===== src/rit_consts.svh =====
// Offsets, field positions, reset values and prescale masks of the refresh interval timer
`ifndef RIT_CONSTS_SVH
`define RIT_CONSTS_SVH

// ----------------------------------------------------------------------
// Register byte offsets
// ----------------------------------------------------------------------
`define RIT_OFS_CNT 12'h000
`define RIT_OFS_COR 12'h004
`define RIT_OFS_CSR 12'h008
`define RIT_OFS_MCR 12'h00C
`define RIT_OFS_IST 12'h010
`define RIT_OFS_IMSK 12'h014

// ----------------------------------------------------------------------
// Field positions
// ----------------------------------------------------------------------
`define RIT_CSR_MATCH_BIT 7
`define RIT_CSR_SEL_LSB 3
`define RIT_CSR_SEL_MSB 5
`define RIT_MCR_REFRESH_ENABLE_BIT 0
`define RIT_MCR_CBR_BIT 1
`define RIT_IRQ_MATCH_BIT 0
`define RIT_IRQ_REFRESH_BIT 1

// ----------------------------------------------------------------------
// Write key and reset values
// ----------------------------------------------------------------------
`define RIT_WRITE_KEY 8'hA5
`define RIT_RST_BYTE 8'h00
`define RIT_RST_SEL 3'h0
`define RIT_RST_MCR 2'h0
`define RIT_RST_IRQ 2'h0
`define RIT_RST_PRE 12'h000
`define RIT_RST_DATA 32'h00000000

// ----------------------------------------------------------------------
// Prescale masks (divide by mask + 1)
// ----------------------------------------------------------------------
`define RIT_MASK_DIV4 12'h003
`define RIT_MASK_DIV16 12'h00F
`define RIT_MASK_DIV64 12'h03F
`define RIT_MASK_DIV256 12'h0FF
`define RIT_MASK_DIV1024 12'h3FF
`define RIT_MASK_DIV2048 12'h7FF
`define RIT_MASK_DIV4096 12'hFFF

`endif


===== src/rit_pkg.sv =====
// Types of the refresh interval timer
package rit_pkg;
  typedef logic [7:0] rit_byte_t;
  typedef logic [11:0] rit_addr_t;
  typedef logic [31:0] rit_word_t;
  typedef logic [11:0] rit_pre_t;
  typedef enum logic [2:0] {
    RIT_SEL_STOP,
    RIT_SEL_DIV4,
    RIT_SEL_DIV16,
    RIT_SEL_DIV64,
    RIT_SEL_DIV256,
    RIT_SEL_DIV1024,
    RIT_SEL_DIV2048,
    RIT_SEL_DIV4096
  } rit_sel_e;
endpackage : rit_pkg


===== src/rit_timer.sv =====
// Refresh interval timer with APB register access
//
// How it works
// - Eight-bit up-counter in low byte of a sixteen-bit register, steps per tick.
// - Tick source chosen by the three-bit prescale select field of control/status.
// - Ticks from bus clock divided by 4..4096; select zero stops counting.
// - Interval constant compared with counter low byte on every cycle.
// - On equality set the interval match flag and clear the counter.
// - With refresh enabled in CBR mode, each match starts a refresh cycle.
// - Power-on reset clears the tick counter.
// - Counter holds its value in standby.
// - Power-on reset clears the constant; standby keeps it.
// - Counter, constant and control/status writes need sixteen-bit access with key A5 in the upper byte.
`timescale 1ns/100ps
`include "rit_consts.svh"

module rit_timer (
  input wire logic pclk,
  input wire logic presetn,
  input wire logic pce,
  input wire logic psel,
  input wire logic penable,
  input wire logic pwrite,
  input wire rit_pkg::rit_addr_t paddr,
  input wire rit_pkg::rit_word_t pwdata,
  input wire logic [3:0] pstrb,
  output rit_pkg::rit_word_t prdata,
  output logic pready,
  output logic pslverr,
  input wire logic external_bus_clock,
  input wire logic standby,
  output logic refresh_start,
  output logic irq
);
  import rit_pkg::*;

  // ----------------------------------------------------------------------
  // Functions
  // ----------------------------------------------------------------------
  function automatic rit_pre_t div_mask(input rit_sel_e sel);
    rit_pre_t m;
    m = `RIT_RST_PRE;
    unique case (sel)
      RIT_SEL_STOP: m = `RIT_RST_PRE;
      RIT_SEL_DIV4: m = `RIT_MASK_DIV4;
      RIT_SEL_DIV16: m = `RIT_MASK_DIV16;
      RIT_SEL_DIV64: m = `RIT_MASK_DIV64;
      RIT_SEL_DIV256: m = `RIT_MASK_DIV256;
      RIT_SEL_DIV1024: m = `RIT_MASK_DIV1024;
      RIT_SEL_DIV2048: m = `RIT_MASK_DIV2048;
      RIT_SEL_DIV4096: m = `RIT_MASK_DIV4096;
    endcase
    return m;
  endfunction : div_mask

  function automatic rit_word_t zext(input rit_byte_t b);
    return {24'h000000, b};
  endfunction : zext

  // ----------------------------------------------------------------------
  // State
  // ----------------------------------------------------------------------
  rit_byte_t refresh_tick_counter;
  rit_byte_t refresh_interval_constant;
  logic interval_match_flag;
  rit_sel_e tick_prescale_select;
  logic refresh_enable;
  logic cbr_mode;
  logic [1:0] irq_status;
  logic [1:0] irq_mask;
  rit_pre_t prescale;
  logic [2:0] bclk_sync;
  logic bclk_level;
  logic standby_q;
  logic [2:0] stby_sync;
  logic match_q;

  // ----------------------------------------------------------------------
  // Bus decode
  // ----------------------------------------------------------------------
  logic setup_ph;
  logic wr_acc;
  logic keyed;
  logic wr_cnt;
  logic wr_cor;
  logic wr_csr;
  logic wr_mcr;
  logic wr_ist;
  logic wr_imsk;
  logic mapped;

  assign setup_ph = psel && !penable;
  assign wr_acc = pce && psel && penable && pready && pwrite;
  // Sixteen-bit lane pair plus key byte
  assign keyed = (pstrb[1:0] == 2'b11) && (pwdata[15:8] == `RIT_WRITE_KEY);
  assign wr_cnt = wr_acc && keyed && (paddr == `RIT_OFS_CNT);
  assign wr_cor = wr_acc && keyed && (paddr == `RIT_OFS_COR);
  assign wr_csr = wr_acc && keyed && (paddr == `RIT_OFS_CSR);
  assign wr_mcr = wr_acc && pstrb[0] && (paddr == `RIT_OFS_MCR);
  assign wr_ist = wr_acc && pstrb[0] && (paddr == `RIT_OFS_IST);
  assign wr_imsk = wr_acc && pstrb[0] && (paddr == `RIT_OFS_IMSK);
  assign mapped = (paddr == `RIT_OFS_CNT) || (paddr == `RIT_OFS_COR) ||
                  (paddr == `RIT_OFS_CSR) || (paddr == `RIT_OFS_MCR) ||
                  (paddr == `RIT_OFS_IST) || (paddr == `RIT_OFS_IMSK);

  // ----------------------------------------------------------------------
  // Pin synchronisers
  // ----------------------------------------------------------------------
  always_ff @(posedge pclk or negedge presetn) begin
    if (!presetn) begin
      bclk_sync <= 3'h0;
      stby_sync <= 3'h0;
    end else if (pce) begin
      bclk_sync <= {bclk_sync[1:0], external_bus_clock};
      stby_sync <= {stby_sync[1:0], standby};
    end
  end

  logic bclk_rise;
  assign bclk_rise = (bclk_sync[1] == bclk_sync[2]) && bclk_sync[2] && !bclk_level;

  always_ff @(posedge pclk or negedge presetn) begin
    if (!presetn) begin
      bclk_level <= 1'b0;
      standby_q <= 1'b0;
    end else if (pce) begin
      if (bclk_sync[1] == bclk_sync[2]) begin
        bclk_level <= bclk_sync[2];
      end
      if (stby_sync[1] == stby_sync[2]) begin
        standby_q <= stby_sync[2];
      end
    end
  end

  // ----------------------------------------------------------------------
  // Prescaler
  // ----------------------------------------------------------------------
  logic tick;
  rit_pre_t cur_mask;
  assign cur_mask = div_mask(tick_prescale_select);
  assign tick = bclk_rise && !standby_q && (tick_prescale_select != RIT_SEL_STOP) &&
                ((prescale & cur_mask) == cur_mask);

  always_ff @(posedge pclk or negedge presetn) begin
    if (!presetn) begin
      prescale <= `RIT_RST_PRE;
    end else if (pce && bclk_rise && !standby_q) begin
      prescale <= prescale + 12'h001;
    end
  end

  // ----------------------------------------------------------------------
  // Counter and compare
  // ----------------------------------------------------------------------
  logic match_now;
  logic match_evt;
  assign match_now = (refresh_tick_counter == refresh_interval_constant);
  assign match_evt = match_now && !match_q;

  always_ff @(posedge pclk or negedge presetn) begin
    if (!presetn) begin
      refresh_tick_counter <= `RIT_RST_BYTE;
    end else if (pce) begin
      if (wr_cnt) begin
        refresh_tick_counter <= pwdata[7:0];
      end else if (match_now) begin
        refresh_tick_counter <= `RIT_RST_BYTE;
      end else if (tick) begin
        refresh_tick_counter <= refresh_tick_counter + 8'h01;
      end
    end
  end

  always_ff @(posedge pclk or negedge presetn) begin
    if (!presetn) begin
      match_q <= 1'b0;
    end else if (pce) begin
      match_q <= match_now;
    end
  end

  always_ff @(posedge pclk or negedge presetn) begin
    if (!presetn) begin
      refresh_interval_constant <= `RIT_RST_BYTE;
    end else if (pce && wr_cor) begin
      refresh_interval_constant <= pwdata[7:0];
    end
  end

  // ----------------------------------------------------------------------
  // Control/status and memory control
  // ----------------------------------------------------------------------
  always_ff @(posedge pclk or negedge presetn) begin
    if (!presetn) begin
      interval_match_flag <= 1'b0;
      tick_prescale_select <= RIT_SEL_STOP;
    end else if (pce) begin
      if (wr_csr) begin
        tick_prescale_select <= rit_sel_e'(pwdata[`RIT_CSR_SEL_MSB:`RIT_CSR_SEL_LSB]);
      end
      // Writing one leaves the flag alone; a new match beats a clear
      if (match_evt) begin
        interval_match_flag <= 1'b1;
      end else if (wr_csr && !pwdata[`RIT_CSR_MATCH_BIT]) begin
        interval_match_flag <= 1'b0;
      end
    end
  end

  always_ff @(posedge pclk or negedge presetn) begin
    if (!presetn) begin
      {cbr_mode, refresh_enable} <= `RIT_RST_MCR;
    end else if (pce && wr_mcr) begin
      refresh_enable <= pwdata[`RIT_MCR_REFRESH_ENABLE_BIT];
      cbr_mode <= pwdata[`RIT_MCR_CBR_BIT];
    end
  end

  logic refresh_evt;
  assign refresh_evt = match_evt && refresh_enable && cbr_mode;

  always_ff @(posedge pclk or negedge presetn) begin
    if (!presetn) begin
      refresh_start <= 1'b0;
    end else if (pce) begin
      refresh_start <= refresh_evt;
    end
  end

  // ----------------------------------------------------------------------
  // Interrupts
  // ----------------------------------------------------------------------
  logic [1:0] irq_set;
  assign irq_set = {refresh_evt, match_evt};

  always_ff @(posedge pclk or negedge presetn) begin
    if (!presetn) begin
      irq_status <= `RIT_RST_IRQ;
    end else if (pce) begin
      irq_status <= (irq_status & ~(wr_ist ? pwdata[1:0] : 2'b00)) | irq_set;
    end
  end

  always_ff @(posedge pclk or negedge presetn) begin
    if (!presetn) begin
      irq_mask <= `RIT_RST_IRQ;
    end else if (pce && wr_imsk) begin
      irq_mask <= pwdata[1:0];
    end
  end

  always_ff @(posedge pclk or negedge presetn) begin
    if (!presetn) begin
      irq <= 1'b0;
    end else if (pce) begin
      irq <= |(irq_status & irq_mask);
    end
  end

  // ----------------------------------------------------------------------
  // APB answer
  // ----------------------------------------------------------------------
  rit_word_t rd_mux;
  always_comb begin
    rd_mux = `RIT_RST_DATA;
    if (paddr == `RIT_OFS_CNT) begin
      rd_mux = zext(refresh_tick_counter);
    end else if (paddr == `RIT_OFS_COR) begin
      rd_mux = zext(refresh_interval_constant);
    end else if (paddr == `RIT_OFS_CSR) begin
      rd_mux = zext({interval_match_flag, 1'b0, tick_prescale_select, 3'b000});
    end else if (paddr == `RIT_OFS_MCR) begin
      rd_mux = zext({6'h00, cbr_mode, refresh_enable});
    end else if (paddr == `RIT_OFS_IST) begin
      rd_mux = zext({6'h00, irq_status});
    end else if (paddr == `RIT_OFS_IMSK) begin
      rd_mux = zext({6'h00, irq_mask});
    end
  end

  // Answer is latched in the setup cycle, so every access has no wait state
  always_ff @(posedge pclk or negedge presetn) begin
    if (!presetn) begin
      prdata <= `RIT_RST_DATA;
      pready <= 1'b0;
      pslverr <= 1'b0;
    end else if (pce) begin
      pready <= setup_ph;
      pslverr <= setup_ph && !mapped;
      if (setup_ph && !pwrite) begin
        prdata <= rd_mux;
      end
    end
  end

  // ----------------------------------------------------------------------
  // Checks
  // ----------------------------------------------------------------------
  a_count_step: assert property (@(posedge pclk) disable iff (!presetn)
    pce && tick && !match_now && !wr_cnt |=> refresh_tick_counter ==
      $past(refresh_tick_counter) + 8'h01)
    else $error("counter did not step on tick");

  a_stop_hold: assert property (@(posedge pclk) disable iff (!presetn)
    pce && tick_prescale_select == RIT_SEL_STOP && !wr_cnt && !match_now
      |=> $stable(refresh_tick_counter))
    else $error("counter moved with select zero");

  a_div4_tick: assert property (@(posedge pclk) disable iff (!presetn)
    tick && tick_prescale_select == RIT_SEL_DIV4 |-> prescale[1:0] == 2'b11)
    else $error("divide by four tick at wrong phase");

  a_match_clear: assert property (@(posedge pclk) disable iff (!presetn)
    pce && match_now && !wr_cnt |=> refresh_tick_counter == 8'h00)
    else $error("counter not cleared on match");

  a_match_flag: assert property (@(posedge pclk) disable iff (!presetn)
    pce && match_now && !match_q |=> interval_match_flag && irq_status[0])
    else $error("match flag not set");

  a_refresh_go: assert property (@(posedge pclk) disable iff (!presetn)
    pce && $rose(interval_match_flag) && $past(refresh_enable) && $past(cbr_mode)
      |-> refresh_start)
    else $error("refresh not started on match");

  a_refresh_gate: assert property (@(posedge pclk) disable iff (!presetn)
    refresh_start |-> $past(refresh_enable) && $past(cbr_mode))
    else $error("refresh started while disabled");

  a_key_guard: assert property (@(posedge pclk) disable iff (!presetn)
    pce && wr_acc && paddr == `RIT_OFS_COR && !keyed
      |=> $stable(refresh_interval_constant))
    else $error("unkeyed write changed constant");

  a_key_write: assert property (@(posedge pclk) disable iff (!presetn)
    wr_cor |=> refresh_interval_constant == $past(pwdata[7:0]))
    else $error("keyed write not taken");

  a_upper_zero: assert property (@(posedge pclk) disable iff (!presetn)
    pready && !pwrite && psel && penable &&
      (paddr == `RIT_OFS_CNT || paddr == `RIT_OFS_COR) |-> prdata[31:8] == 24'h000000)
    else $error("upper bits read nonzero");

  a_standby_hold: assert property (@(posedge pclk) disable iff (!presetn)
    pce && standby_q && !wr_cnt && !match_now |=> $stable(refresh_tick_counter))
    else $error("counter moved in standby");

endmodule : rit_timer


===== config.mk =====
export PLATFORM = sky130hd
export DESIGN_NAME = rit_timer
export DESIGN_NICKNAME = d
export VERILOG_FILES = /design/src/rit_pkg.sv /design/src/rit_timer.sv
export VERILOG_INCLUDE_DIRS = /design/src
export SDC_FILE = /design/constraint.sdc
export NUM_CORES = 1
export LEC_CHECK = 0
export BUFFER_PORTS_ARGS = -buffer_cell sky130_fd_sc_hd__buf_2
export CAP_MARGIN = 25
export CELL_PAD_IN_SITES_DETAIL_PLACEMENT = 0
export CELL_PAD_IN_SITES_GLOBAL_PLACEMENT = 1
export CORE_UTILIZATION = 43
export DETAILED_ROUTE_END_ITERATION = 12
export PLACE_DENSITY = 0.94
export REMOVE_ABC_BUFFERS = 1
export SLEW_MARGIN = 10
export SYNTH_ARGS = -nofsm -noshare
export SYNTH_HDL_FRONTEND = slang
export SYNTH_SLANG_ARGS = --single-unit

===== constraint.sdc =====
create_clock -name pclk -period 3.4 [get_ports pclk]
set_clock_uncertainty 0.15 [all_clocks]
set_input_delay 0.17 -clock pclk [delete_from_list [all_inputs] [get_ports pclk]]
set_output_delay 0.17 -clock pclk [all_outputs]
set_load 0.01 [all_outputs]

==> flow_summary.json, run 1 <==
{
  "syn-mean-instance-area_um2": 10.3,
  "die_y_um": 91.0,
  "critical_path_class": "reg -> reg",
  "root_buffer": "clkbuf_8",
  "required_ns": 3.48,
  "synth-edff-count": 0,
  "critical_path.cell_chain": "nor2b_1 -> o211ai_1 -> nand4_1 -> nor3b_1 -> nor2b_1 -> o21a_1",
  "slew_headroom_pct": 39.1,
  "synth_top_area_share_pct": 43.4,
  "finalMaxSlewViolations": 0,
  "ys_async_sr_fraction_pct": 100,
  "nFillCells": 712,
  "dieArea_um2": 8280,
  "ff2ff_setup_slack_ns": 0.85,
  "whs_path_depth": 4,
  "cp.arrival_ns": 2.63,
  "drive_gt1_share_pct": 26.9,
  "rsz0062_at_grt": "no",
  "hold_path_end": "pslverr$_DFFE_PN0P_",
  "tightest_slew_ns": 0.912,
  "p_sw_share_pct": 30.6,
  "min_period_over_period_pct": 74.9,
  "slowest_delay_ns": 0.80,
  "seqPwrFrac_pct": 46.0,
  "powerDensity_nw_per_um2": 462,
  "r2r-end": "refresh_tick_counter[2]$_DFFE_PN0P_",
  "setup-tns-final_ns": 0,
  "crit_top_cell": "nor2b_1",
  "place.detailed.hpwl_mm": 5.09,
  "htreeDepth": 3,
  "seqCellArea_um2": 1480,
  "ys_warn_count": 0,
  "num_rows": 32,
  "vias_per_cell": 5.21,
  "cap_viol_max_count": 0,
  "cts_buffers": 9,
  "grt_max_degree": 42,
  "wl_per_cell_um": 13.8,
  "overflow": 0,
  "areaGrowthSynthToFinish_pct": 15.8,
  "core_area_um2": 7690,
  "outcome": "complete, no violations",
  "critPathLaunchType": "flop",
  "critPathMaxFanout": 8,
  "ant_nets": 0,
  "cp_slowest_cell": "nor3b_1",
  "first_iter_violations": 104,
  "p_leak_nw": 1.79,
  "io_pins": 92,
  "grt.total_usage_pct": 17.5,
  "nets": 452,
  "setup_ws_ns": 0.852,
  "cts.path.max_buffers": 2,
  "vdd_drop_max_mv": 0.218,
  "multi_input_area_um2": 1710,
  "finalCriticalPeriod_ns": 2.55,
  "antenna_found_initial": 0,
  "setup_violations": 0,
  "hold_ws_ns": 0.0172,
  "drc": 0,
  "initial_core_util_pct": 44.3,
  "yosys.cell_types.count": 55,
  "hp-start": "penable",
  "yosysSeqAreaShare_pct": 43.4,
  "antenna_cells": 0,
  "die_w_um": 91.0,
  "p_int_mw": 1.26,
  "netlist_area_um2": 3400,
  "synth_top_area_cell": "dfrtp_1",
  "vias": 2607,
  "grt_pass1_wl_mm": 11.3,
  "combPwrFrac_pct": 19.3,
  "reg2regPathDepth": 6,
  "synth_top_cells_by_area": "dfrtp_1 (43%), mux2_2 (8.3%), buf_4 (5.5%), xnor2_1 (4.1%), nand2_1 (2.9%)",
  "globalplace.congestion": 0.848,
  "yosys_most_used_dff": "dfrtp_1",
  "routed_wl_mm": 6.90,
  "hp-class": "in -> reg",
  "synth_cells": 331,
  "cts.reportedPaths.clkPinSlew_ns": 0.07,
  "final_hold_viol_count": 0,
  "tritoncts": "built",
  "max_freq_mhz": 392,
  "ys_seq_elements": 59,
  "dr.pass1.iters": 4,
  "grt_pass1_vias": 2427,
  "clock_latency_ns": 0.34,
  "endpoint_kind": "flop",
  "cts_sinks": 59,
  "crit-reg2reg-launch": "tick_prescale_select[1]$_DFFE_PN0P_",
  "p_sw_uw": 558,
  "clockPowerShare_pct": 34.7,
  "post-place-ws_ns": 0.807,
  "portBuffers": 49
}
## power groups by stage
stage	combinational [mW]	clock (mW)	sequential (mW)
global placement	0.324	0	0.844
CTS	0.355	0.650	0.836
detailed placement	0.339	0	0.848
finish	0.352	0.633	0.838
floorplan	0.229	0	0.831
global route	0.403	0.685	0.850
## routing by layer
layer | routed length, um | GRT usage, % | vias up
met2 | 3320 | 29.4 | 70
met4 | 134 | 8.73 | 0
met5 | 0 | 0 | -
li1 | - | - | 1260
met1 | 3170 | 22.2 | 1266
met3 | 268 | 2.26 | 11
## cell families after synthesis
family	count (synthesis)	synth area share, %
other	1	0.110
AO/OA/AOI/OAI	63	12.8
XOR/XNOR	19	4.89
flip-flops	59	43.4
AND/OR/NAND/NOR	110	18.8
multiplexers	31	10.0
adder cells (fa/ha/maj)	3	1.10
buffers and inverters	45	8.97
## repair_timing
action / 4_1_cts / 5_1_grt
endpoints found under the hold margin: 61 / 0
setup endpoints to repair: 0 / 0
gates resized for setup: 0 / 0
buffers inserted: 0 / 0
hold buffers: 11 / 0
## layout by cell type (no fill, tap or decap), types with 2 or more instances in the layout
| cell type | count |
|---|---|
| buf_4 | 3 |
| a2bb2oi_1 | 2 |
| dlygate4sd3_1 | 11 |
| nand3_1 | 11 |
| and2_1 | 4 |
| o21ai_0 | 12 |
| and3_1 | 2 |
| o22ai_1 | 2 |
| a21oi_1 | 9 |
| ha_1 | 3 |
| a31oi_1 | 5 |
| inv_1 | 9 |
| a22oi_1 | 5 |
| a221oi_1 | 2 |
| nor3_1 | 4 |
| nand2_1 | 26 |
| o31ai_1 | 8 |
| nand4_1 | 9 |
| clkinvlp_4 | 3 |
| a21boi_0 | 6 |
| nor4b_1 | 2 |
| nor4_1 | 2 |
| mux2i_1 | 6 |
| nand2b_1 | 6 |
| xor2_1 | 3 |
| conb_1 | 24 |
| nor2b_1 | 6 |
| dfrtp_1 | 59 |
| buf_2 | 49 |
| o211ai_1 | 3 |
| a221o_1 | 2 |
| clkbuf_8 | 9 |
| xnor2_1 | 16 |
| inv_6 | 2 |
| nor2_1 | 23 |
| nand2_2 | 2 |
| mux2_2 | 25 |
## flip-flops by register name (all words and copies together), names as in the netlist
signal	flops
refresh_enable	1
bclk_level	1
refresh_interval_constant	8
standby_q	1
refresh_start	1
match_q	1
tick_prescale_select	3
bclk_sync	3
pslverr	1
prescale	12
cbr_mode	1
refresh_tick_counter	8
irq_mask	2
prdata	8
pready	1
irq_status	2
irq	1
interval_match_flag	1
stby_sync	3
## metrics by stage
step	std cells	utilization, %	total power, mW	instance area (um^2)
after floorplan	318	-	1.06	3220
after global placement	472	47.0	1.17	3610
after detailed placement	472	47.0	1.19	3610
after CTS	499	51.0	1.84	3920
after global routing	500	51.3	1.94	3940
final	500	51.3	1.82	3940
## layout make-up
| class | instances | share of cell area (%) |
|---|---|---|
| repair buffers | 64 | 10.1 |
| flip-flops and latches | 59 | 37.4 |
| multi-input cells | 250 | 43.3 |
| clock inverters | 7 | 1.90 |
| inverters | 9 | 0.857 |
| clock buffers | 9 | 3.14 |
| well taps | 102 | 3.24 |
## worst max-delay path: cells and delay by family (launching register included)
family	cells	cell delay, ns
flip-flops	1	0.45
AO/OA/AOI/OAI	2	0.33
AND/OR/NAND/NOR	4	1.51
## cell usage after synthesis (8+ instances only)
library cell  number
dfrtp_1           59
nand2_1           26
buf_4             25
mux2_2            25
nor2_1            23
xnor2_1           16
o21ai_0           12
nand3_1           11
a21oi_1            9
inv_1              9
nand4_1            9
o31ai_1            8
## how the worst max path moves through the flow
| stage | depth (start not counted) | start | to |
|---|---|---|---|
| 2_1_floorplan | 6 | pwdata[9] | refresh_tick_counter[3]$_DFFE_PN0P_ |
| 3_3_place_gp | 7 | pwdata[9] | refresh_tick_counter[3]$_DFFE_PN0P_ |
| 3_5_place_dp | 7 | pwdata[9] | refresh_tick_counter[7]$_DFFE_PN0P_ |
| 4_1_cts | 6 | tick_prescale_select[2]$_DFFE_PN0P_ | refresh_tick_counter[2]$_DFFE_PN0P_ |
| 5_1_grt | 6 | tick_prescale_select[1]$_DFFE_PN0P_ | refresh_tick_counter[2]$_DFFE_PN0P_ |
| 6_report | 6 | tick_prescale_select[1]$_DFFE_PN0P_ | refresh_tick_counter[2]$_DFFE_PN0P_ |
Note: power is estimated with default switching activity, not from simulation.
==> inputs of run 2 (changes only) <==
--- a/config.mk
+++ b/config.mk
@@ -10,9 +10,9 @@
 export CAP_MARGIN = 25
 export CELL_PAD_IN_SITES_DETAIL_PLACEMENT = 0
 export CELL_PAD_IN_SITES_GLOBAL_PLACEMENT = 1
-export CORE_UTILIZATION = 43
+export CORE_UTILIZATION = 36
 export DETAILED_ROUTE_END_ITERATION = 12
-export PLACE_DENSITY = 0.94
+export PLACE_DENSITY = 0.85
 export REMOVE_ABC_BUFFERS = 1
 export SLEW_MARGIN = 10
 export SYNTH_ARGS = -nofsm -noshare
==> constraint.sdc (replaced) <==
create_clock -name pclk -period 2.1 [get_ports pclk]
set_clock_uncertainty 0.15 [all_clocks]
set_input_delay 0.105 -clock pclk [delete_from_list [all_inputs] [get_ports pclk]]
set_output_delay 0.105 -clock pclk [all_outputs]
set_load 0.01 [all_outputs]
==> run 2 against run 1 <==
  * Final area increased by 6.5%
  * Critical endpoint unchanged
  * Setup slack got worse by 0.84 ns
  * Core utilization decreased by 5.6 points
  * Fmax increased by 22%
  * Largest power group unchanged
  * Non-clock buffer count increased by 33
  * Register-to-register slack got worse by 0.84 ns
  * Highest routed layer unchanged
  * First-iteration DRC count increased by 63%
==> flow_summary.json, run 2 (synthesis gave the netlist of run 1 again) <==
{
  "clock_latency_ns": 0.35,
  "p_leak_nw": 1.95,
  "finalMaxSlewViolations": 0,
  "routed_wl_mm": 7.35,
  "powerDensity_nw_per_um2": 714,
  "first_iter_violations": 169,
  "place.detailed.hpwl_mm": 5.50,
  "ant_nets": 0,
  "grt.total_usage_pct": 15.8,
  "areaGrowthSynthToFinish_pct": 23.4,
  "dr.pass1.iters": 4,
  "slew_headroom_pct": 64.4,
  "cts.reportedPaths.clkPinSlew_ns": 0.07,
  "num_rows": 35,
  "nets": 485,
  "grt_pass1_vias": 2632,
  "max_freq_mhz": 479,
  "finalCriticalPeriod_ns": 2.09,
  "setup-tns-final_ns": 0,
  "htreeDepth": 3,
  "core_area_um2": 9200,
  "tightest_slew_ns": 0.533,
  "die_y_um": 99.2,
  "wl_per_cell_um": 13.6,
  "overflow": 0,
  "hp-class": "in -> reg",
  "endpoint_kind": "flop",
  "tritoncts": "built",
  "grt_max_degree": 60,
  "largest_reg_flops": 12,
  "vias_per_cell": 5.08,
  "vdd_drop_max_mv": 0.262,
  "cts.path.max_buffers": 2,
  "antenna_found_initial": 0,
  "min_period_over_period_pct": 99.4,
  "critical_path_class": "reg -> reg",
  "layout_common_cells": "dfrtp_1 (59), buf_2 (49), buf_4 (34), nand2_1 (26), mux2_2 (25)",
  "largest_register": "prescale",
  "nFillCells": 859,
  "rsz0062_at_grt": "yes",
  "dieArea_um2": 9850,
  "vias": 2754,
  "setup_violations": 0,
  "outcome": "complete, no violations",
  "critPathLaunchType": "flop",
  "drive_gt1_share_pct": 33.4,
  "cts_sinks": 59,
  "portBuffers": 49,
  "cts_buffers": 9,
  "grt_pass1_wl_mm": 12.4,
  "drc": 0,
  "cap_viol_max_count": 0,
  "globalplace.congestion": 0.795,
  "final_common_cell": "dfrtp_1",
  "final_hold_viol_count": 0,
  "root_buffer": "clkbuf_8",
  "initial_core_util_pct": 37.0,
  "critPathMaxFanout": 6,
  "cp.arrival_ns": 2.17,
  "io_pins": 92,
  "dp.cells": 513,
  "final-instance-count-excl-fill": 542,
  "finalPower_mw": 3.00,
  "die_w_um": 99.2,
  "required_ns": 2.19,
  "antenna_cells": 0,
  "fin_util_pct": 45.7
}
==> run 2: cell count changes in the layout (fill, tap and decap cells not counted), sizes merged <==
cell	change
buf	+32
dlygate4sd3	+1
bufinv	-1
clkinvlp	+1
clkinv	+2
inv	-2
==> run 2: final timing paths <==
path / start / to / slack [ns] / cells past startpoint
min in group asynchronous: presetn / pslverr$_DFFE_PN0P_ / 0.13 / 3
hold / removal: pce / irq$_DFFE_PN0P_ / 0.04 / 3
setup / recovery: tick_prescale_select[1]$_DFFE_PN0P_ / refresh_tick_counter[2]$_DFFE_PN0P_ / 0.01 / 7
setup reg to reg: tick_prescale_select[1]$_DFFE_PN0P_ / refresh_tick_counter[2]$_DFFE_PN0P_ / 0.01 / 7
hold reg to reg: prdata[4]$_DFFE_PN0P_ / prdata[4]$_DFFE_PN0P_ / 0.32 / 2
max in group asynchronous: presetn / refresh_tick_counter[4]$_DFFE_PN0P_ / 1.40 / 3
==> run 2: final cells by class <==
cell class | instances | area, um^2 | area share (%)
multi-input combinational | 250 | 1730 | 41.2
clock inverter | 7 | 45.0 | 1.07
tap | 111 | 139 | 3.31
inverter | 9 | 33.8 | 0.804
clock buffer | 9 | 124 | 2.95
sequential | 59 | 1480 | 35.1
timing repair buffer | 97 | 652 | 15.5
==> run 2: worst max-delay path: stages, from the launching register on <==
cell and delay [ns]:
dfrtp_1 0.41, buf_4 0.16, nor3_1 0.17, a221oi_1 0.07, nand4_1 0.17, nor3b_2 0.48
nor2b_1 0.17, o21a_1 0.20
==> run 2: timing repair <==
item / CTS / global route
endpoints found under the hold margin: 82 / 0
hold buffers: 12 / 0
resized for setup: 5 / 5
buffers inserted: 2 / 1
setup endpoints to repair: 5 / 12
pin swaps: 3 / 1
==> run 2: layer usage <==
metal  track usage [%]  vias up  share of wire (%)  routed length [um]
met4              8.82        0                2.0                 144
met2              25.5       90                 48                3520
li1                  -     1330                  -                   -
met1              20.3     1323                 45                3290
met3              2.53       11                5.5                 401
met5                 0        -                  0                   0
==> run 2: through the flow <==
stage	setup WS [ns]	hold slack, ns	instance area [um^2]
after detailed placement	-0.0883	-0.0118	3880
after global routing	-0.108	0.0434	4200
after floorplan	-0.129	-0.341	3220
after CTS	0.0185	0.0333	4180
final	0.0128	0.0385	4200
after global placement	-0.0643	-0.0198	3880
==> run 2: where the power goes <==
part / switching (mW) / leakage (nW) / internal (mW)
combinational: 0.400 / 1.10 / 0.372
sequential: 0.0791 / 0.778 / 1.24
clock: 0.487 / 0.0770 / 0.420
==> inputs of run 3 (changes only) <==
--- a/config.mk
+++ b/config.mk
@@ -13,7 +13,7 @@
 export CORE_UTILIZATION = 36
 export DETAILED_ROUTE_END_ITERATION = 12
 export PLACE_DENSITY = 0.85
-export REMOVE_ABC_BUFFERS = 1
+export RECOVER_POWER = 25
 export SLEW_MARGIN = 10
 export SYNTH_ARGS = -nofsm -noshare
 export SYNTH_HDL_FRONTEND = slang
==> run 3 against run 2 <==
  * The flow now finishes with violations (setup timing)
  * Flip-flop and latch count unchanged
  * Clock power grew 9.9%
  * Non-clock buffer count increased by 9
  * Count of clock-buffer cells in the layout is 2 higher
  * Final area grew 2.9%
  * Setup slack lost 0.070 ns
  * Worst hold slack is essentially flat
  * First-iteration DRC count down 37%
  * Power grew 6.1%
  * Largest cell class unchanged
==> flow_summary.json, run 3 (synthesis gave the netlist of run 1 again) <==
{
  "htreeDepth": 3,
  "max_freq_mhz": 463,
  "cap_viol_max_count": 0,
  "outcome": "complete, but fails checks",
  "slowest_delay_ns": 0.41,
  "clock_latency_ns": 0.34,
  "dr.pass1.iters": 5,
  "cp_slowest_cell": "dfrtp_1",
  "final_common_cell": "dfrtp_1",
  "critPathMaxFanout": 4,
  "crit-reg2reg-launch": "refresh_interval_constant[5]$_DFFE_PN0P_",
  "portBuffers": 49,
  "hold_path_end": "pslverr$_DFFE_PN0P_",
  "cts_sinks": 59,
  "grt_pass1_vias": 2700,
  "hp-start": "paddr[4]",
  "num_rows": 35,
  "initial_core_util_pct": 37.0,
  "overflow": 0,
  "critPathTopFamily": "simple AND/OR/NAND/NOR gates",
  "antenna_found_initial": 0,
  "routed_wl_mm": 7.77,
  "core_area_um2": 9200,
  "p_leak_nw": 2.03,
  "final_hold_viol_count": 0,
  "root_buffer": "clkbuf_8",
  "finalCriticalPeriod_ns": 2.16,
  "vias_per_cell": 5.03,
  "areaGrowthSynthToFinish_pct": 27.0,
  "post-place-ws_ns": -0.108,
  "endpoint_kind": "flop",
  "ant_nets": 0,
  "drc": 0,
  "grt_max_degree": 34,
  "critical_path.cell_chain": "xnor2_1 -> nand4_1 -> nor2_1 -> nor3b_4 -> buf_4 -> a221o_1 -> a31oi_1",
  "violations": "setup timing",
  "cts_buffers": 9,
  "cts.path.max_buffers": 2,
  "rsz0062_at_grt": "yes",
  "whs_path_depth": 5,
  "wl_per_cell_um": 14.2,
  "nFillCells": 869,
  "powerDensity_nw_per_um2": 736,
  "grt.total_usage_pct": 16.4,
  "hp-class": "in -> reg",
  "first_iter_violations": 106,
  "cp.arrival_ns": 2.26,
  "tritoncts": "built",
  "largest_register": "prescale",
  "finalPower_mw": 3.18,
  "cts.reportedPaths.clkPinSlew_ns": 0.06,
  "place.detailed.hpwl_mm": 5.85,
  "nets": 494,
  "tightest_slew_ns": 1.16,
  "io_pins": 92,
  "drive_gt1_share_pct": 34.9,
  "die_w_um": 99.2,
  "r2r-end": "refresh_tick_counter[3]$_DFFE_PN0P_",
  "ff2ff_setup_slack_ns": -0.06,
  "setup_violations": 2,
  "critPathLaunchType": "flop",
  "critical_path_class": "reg -> reg",
  "vdd_drop_max_mv": 0.438,
  "min_period_over_period_pct": 103,
  "vias": 2760,
  "finalMaxSlewViolations": 0,
  "globalplace.congestion": 0.824,
  "antenna_cells": 0,
  "dieArea_um2": 9850,
  "required_ns": 2.20,
  "reg2regPathDepth": 7,
  "slew_headroom_pct": 22.4,
  "layout_common_cells": "dfrtp_1 (59), buf_2 (47), buf_4 (41), nand2_1 (26), mux2_2 (25)",
  "cp_num_buf_inv": 1,
  "largest_reg_flops": 12,
  "die_y_um": 99.2,
  "setup_ws_ns": -0.0576,
  "grt_pass1_wl_mm": 12.7
}
## run 3: worst max path at each step
stage / slack (ns) / to / from / cells after the start
after floorplan: 0.1 / refresh_tick_counter[7]$_DFFE_PN0P_ / tick_prescale_select[0]$_DFFE_PN0P_ / 6
after global placement: -0.1 / refresh_tick_counter[7]$_DFFE_PN0P_ / pwdata[9] / 8
after detailed placement: -0.11 / refresh_tick_counter[3]$_DFFE_PN0P_ / pwdata[9] / 8
after CTS: -0.07 / refresh_tick_counter[3]$_DFFE_PN0P_ / pready$_DFFE_PN0P_ / 7
after global routing: -0.15 / refresh_tick_counter[4]$_DFFE_PN0P_ / pready$_DFFE_PN0P_ / 7
final: -0.06 / refresh_tick_counter[3]$_DFFE_PN0P_ / refresh_interval_constant[5]$_DFFE_PN0P_ / 7
## run 3: through the flow
| step | hold WS, ns | instance area, um^2 | TNS [ns] | cells | util [%] |
|---|---|---|---|---|---|
| detailed placement | -0.0521 | 3910 | -0.338 | 519 | 42.5 |
| global placement | -0.0558 | 3910 | -0.272 | 519 | 42.5 |
| CTS | 0.0367 | 4280 | -0.0973 | 548 | 46.5 |
| floorplan | -0.341 | 3490 | 0 | 354 | - |
| finish | 0.0383 | 4330 | -0.0659 | 549 | 47.0 |
| global route | 0.0662 | 4330 | -0.741 | 549 | 47.0 |
## run 3: worst register-to-register path: cells and delay by family (launching register included)
kind	cells	cell delay [ns]
AND/OR/NAND/NOR	3	0.67
AO/OA/AOI/OAI	2	0.50
flip-flops	1	0.41
XOR/XNOR	1	0.20
buffers and inverters	1	0.16
## run 3: cell type report
type / instances / area [um^2] / share of cell area [%]
clock inverters: 3 / 40.0 / 0.926
inverters: 9 / 33.8 / 0.781
multi-input cells: 250 / 1770 / 41.0
repair buffers: 106 / 721 / 16.7
flip-flops and latches: 59 / 1480 / 34.1
clock buffers: 11 / 141 / 3.27
well taps: 111 / 139 / 3.21
## run 3: power breakdown
part	switching (mW)	leakage, nW	internal (mW)
Combinational	0.448	1.15	0.430
Clock	0.434	0.0950	0.563
Sequential	0.0644	0.778	1.24
## run 3: metal layers
metal | vias up | wire length (um) | share of wire [%] | track usage (%)
met3 | 10 | 256 | 3.3 | 3.44
li1 | 1343 | - | - | -
met1 | 1347 | 3660 | 47 | 22.3
met2 | 60 | 3750 | 48 | 26.4
met5 | - | 0 | 0 | 0
met4 | 0 | 108 | 1.4 | 4.52
## run 3: timing repair
item,4_1_cts,5_1_grt
gates resized for setup,7,10
setup endpoints to repair,3,8
hold endpoints to repair,46,0
pin swaps,6,5
hold buffers,12,0
buffers inserted,3,1
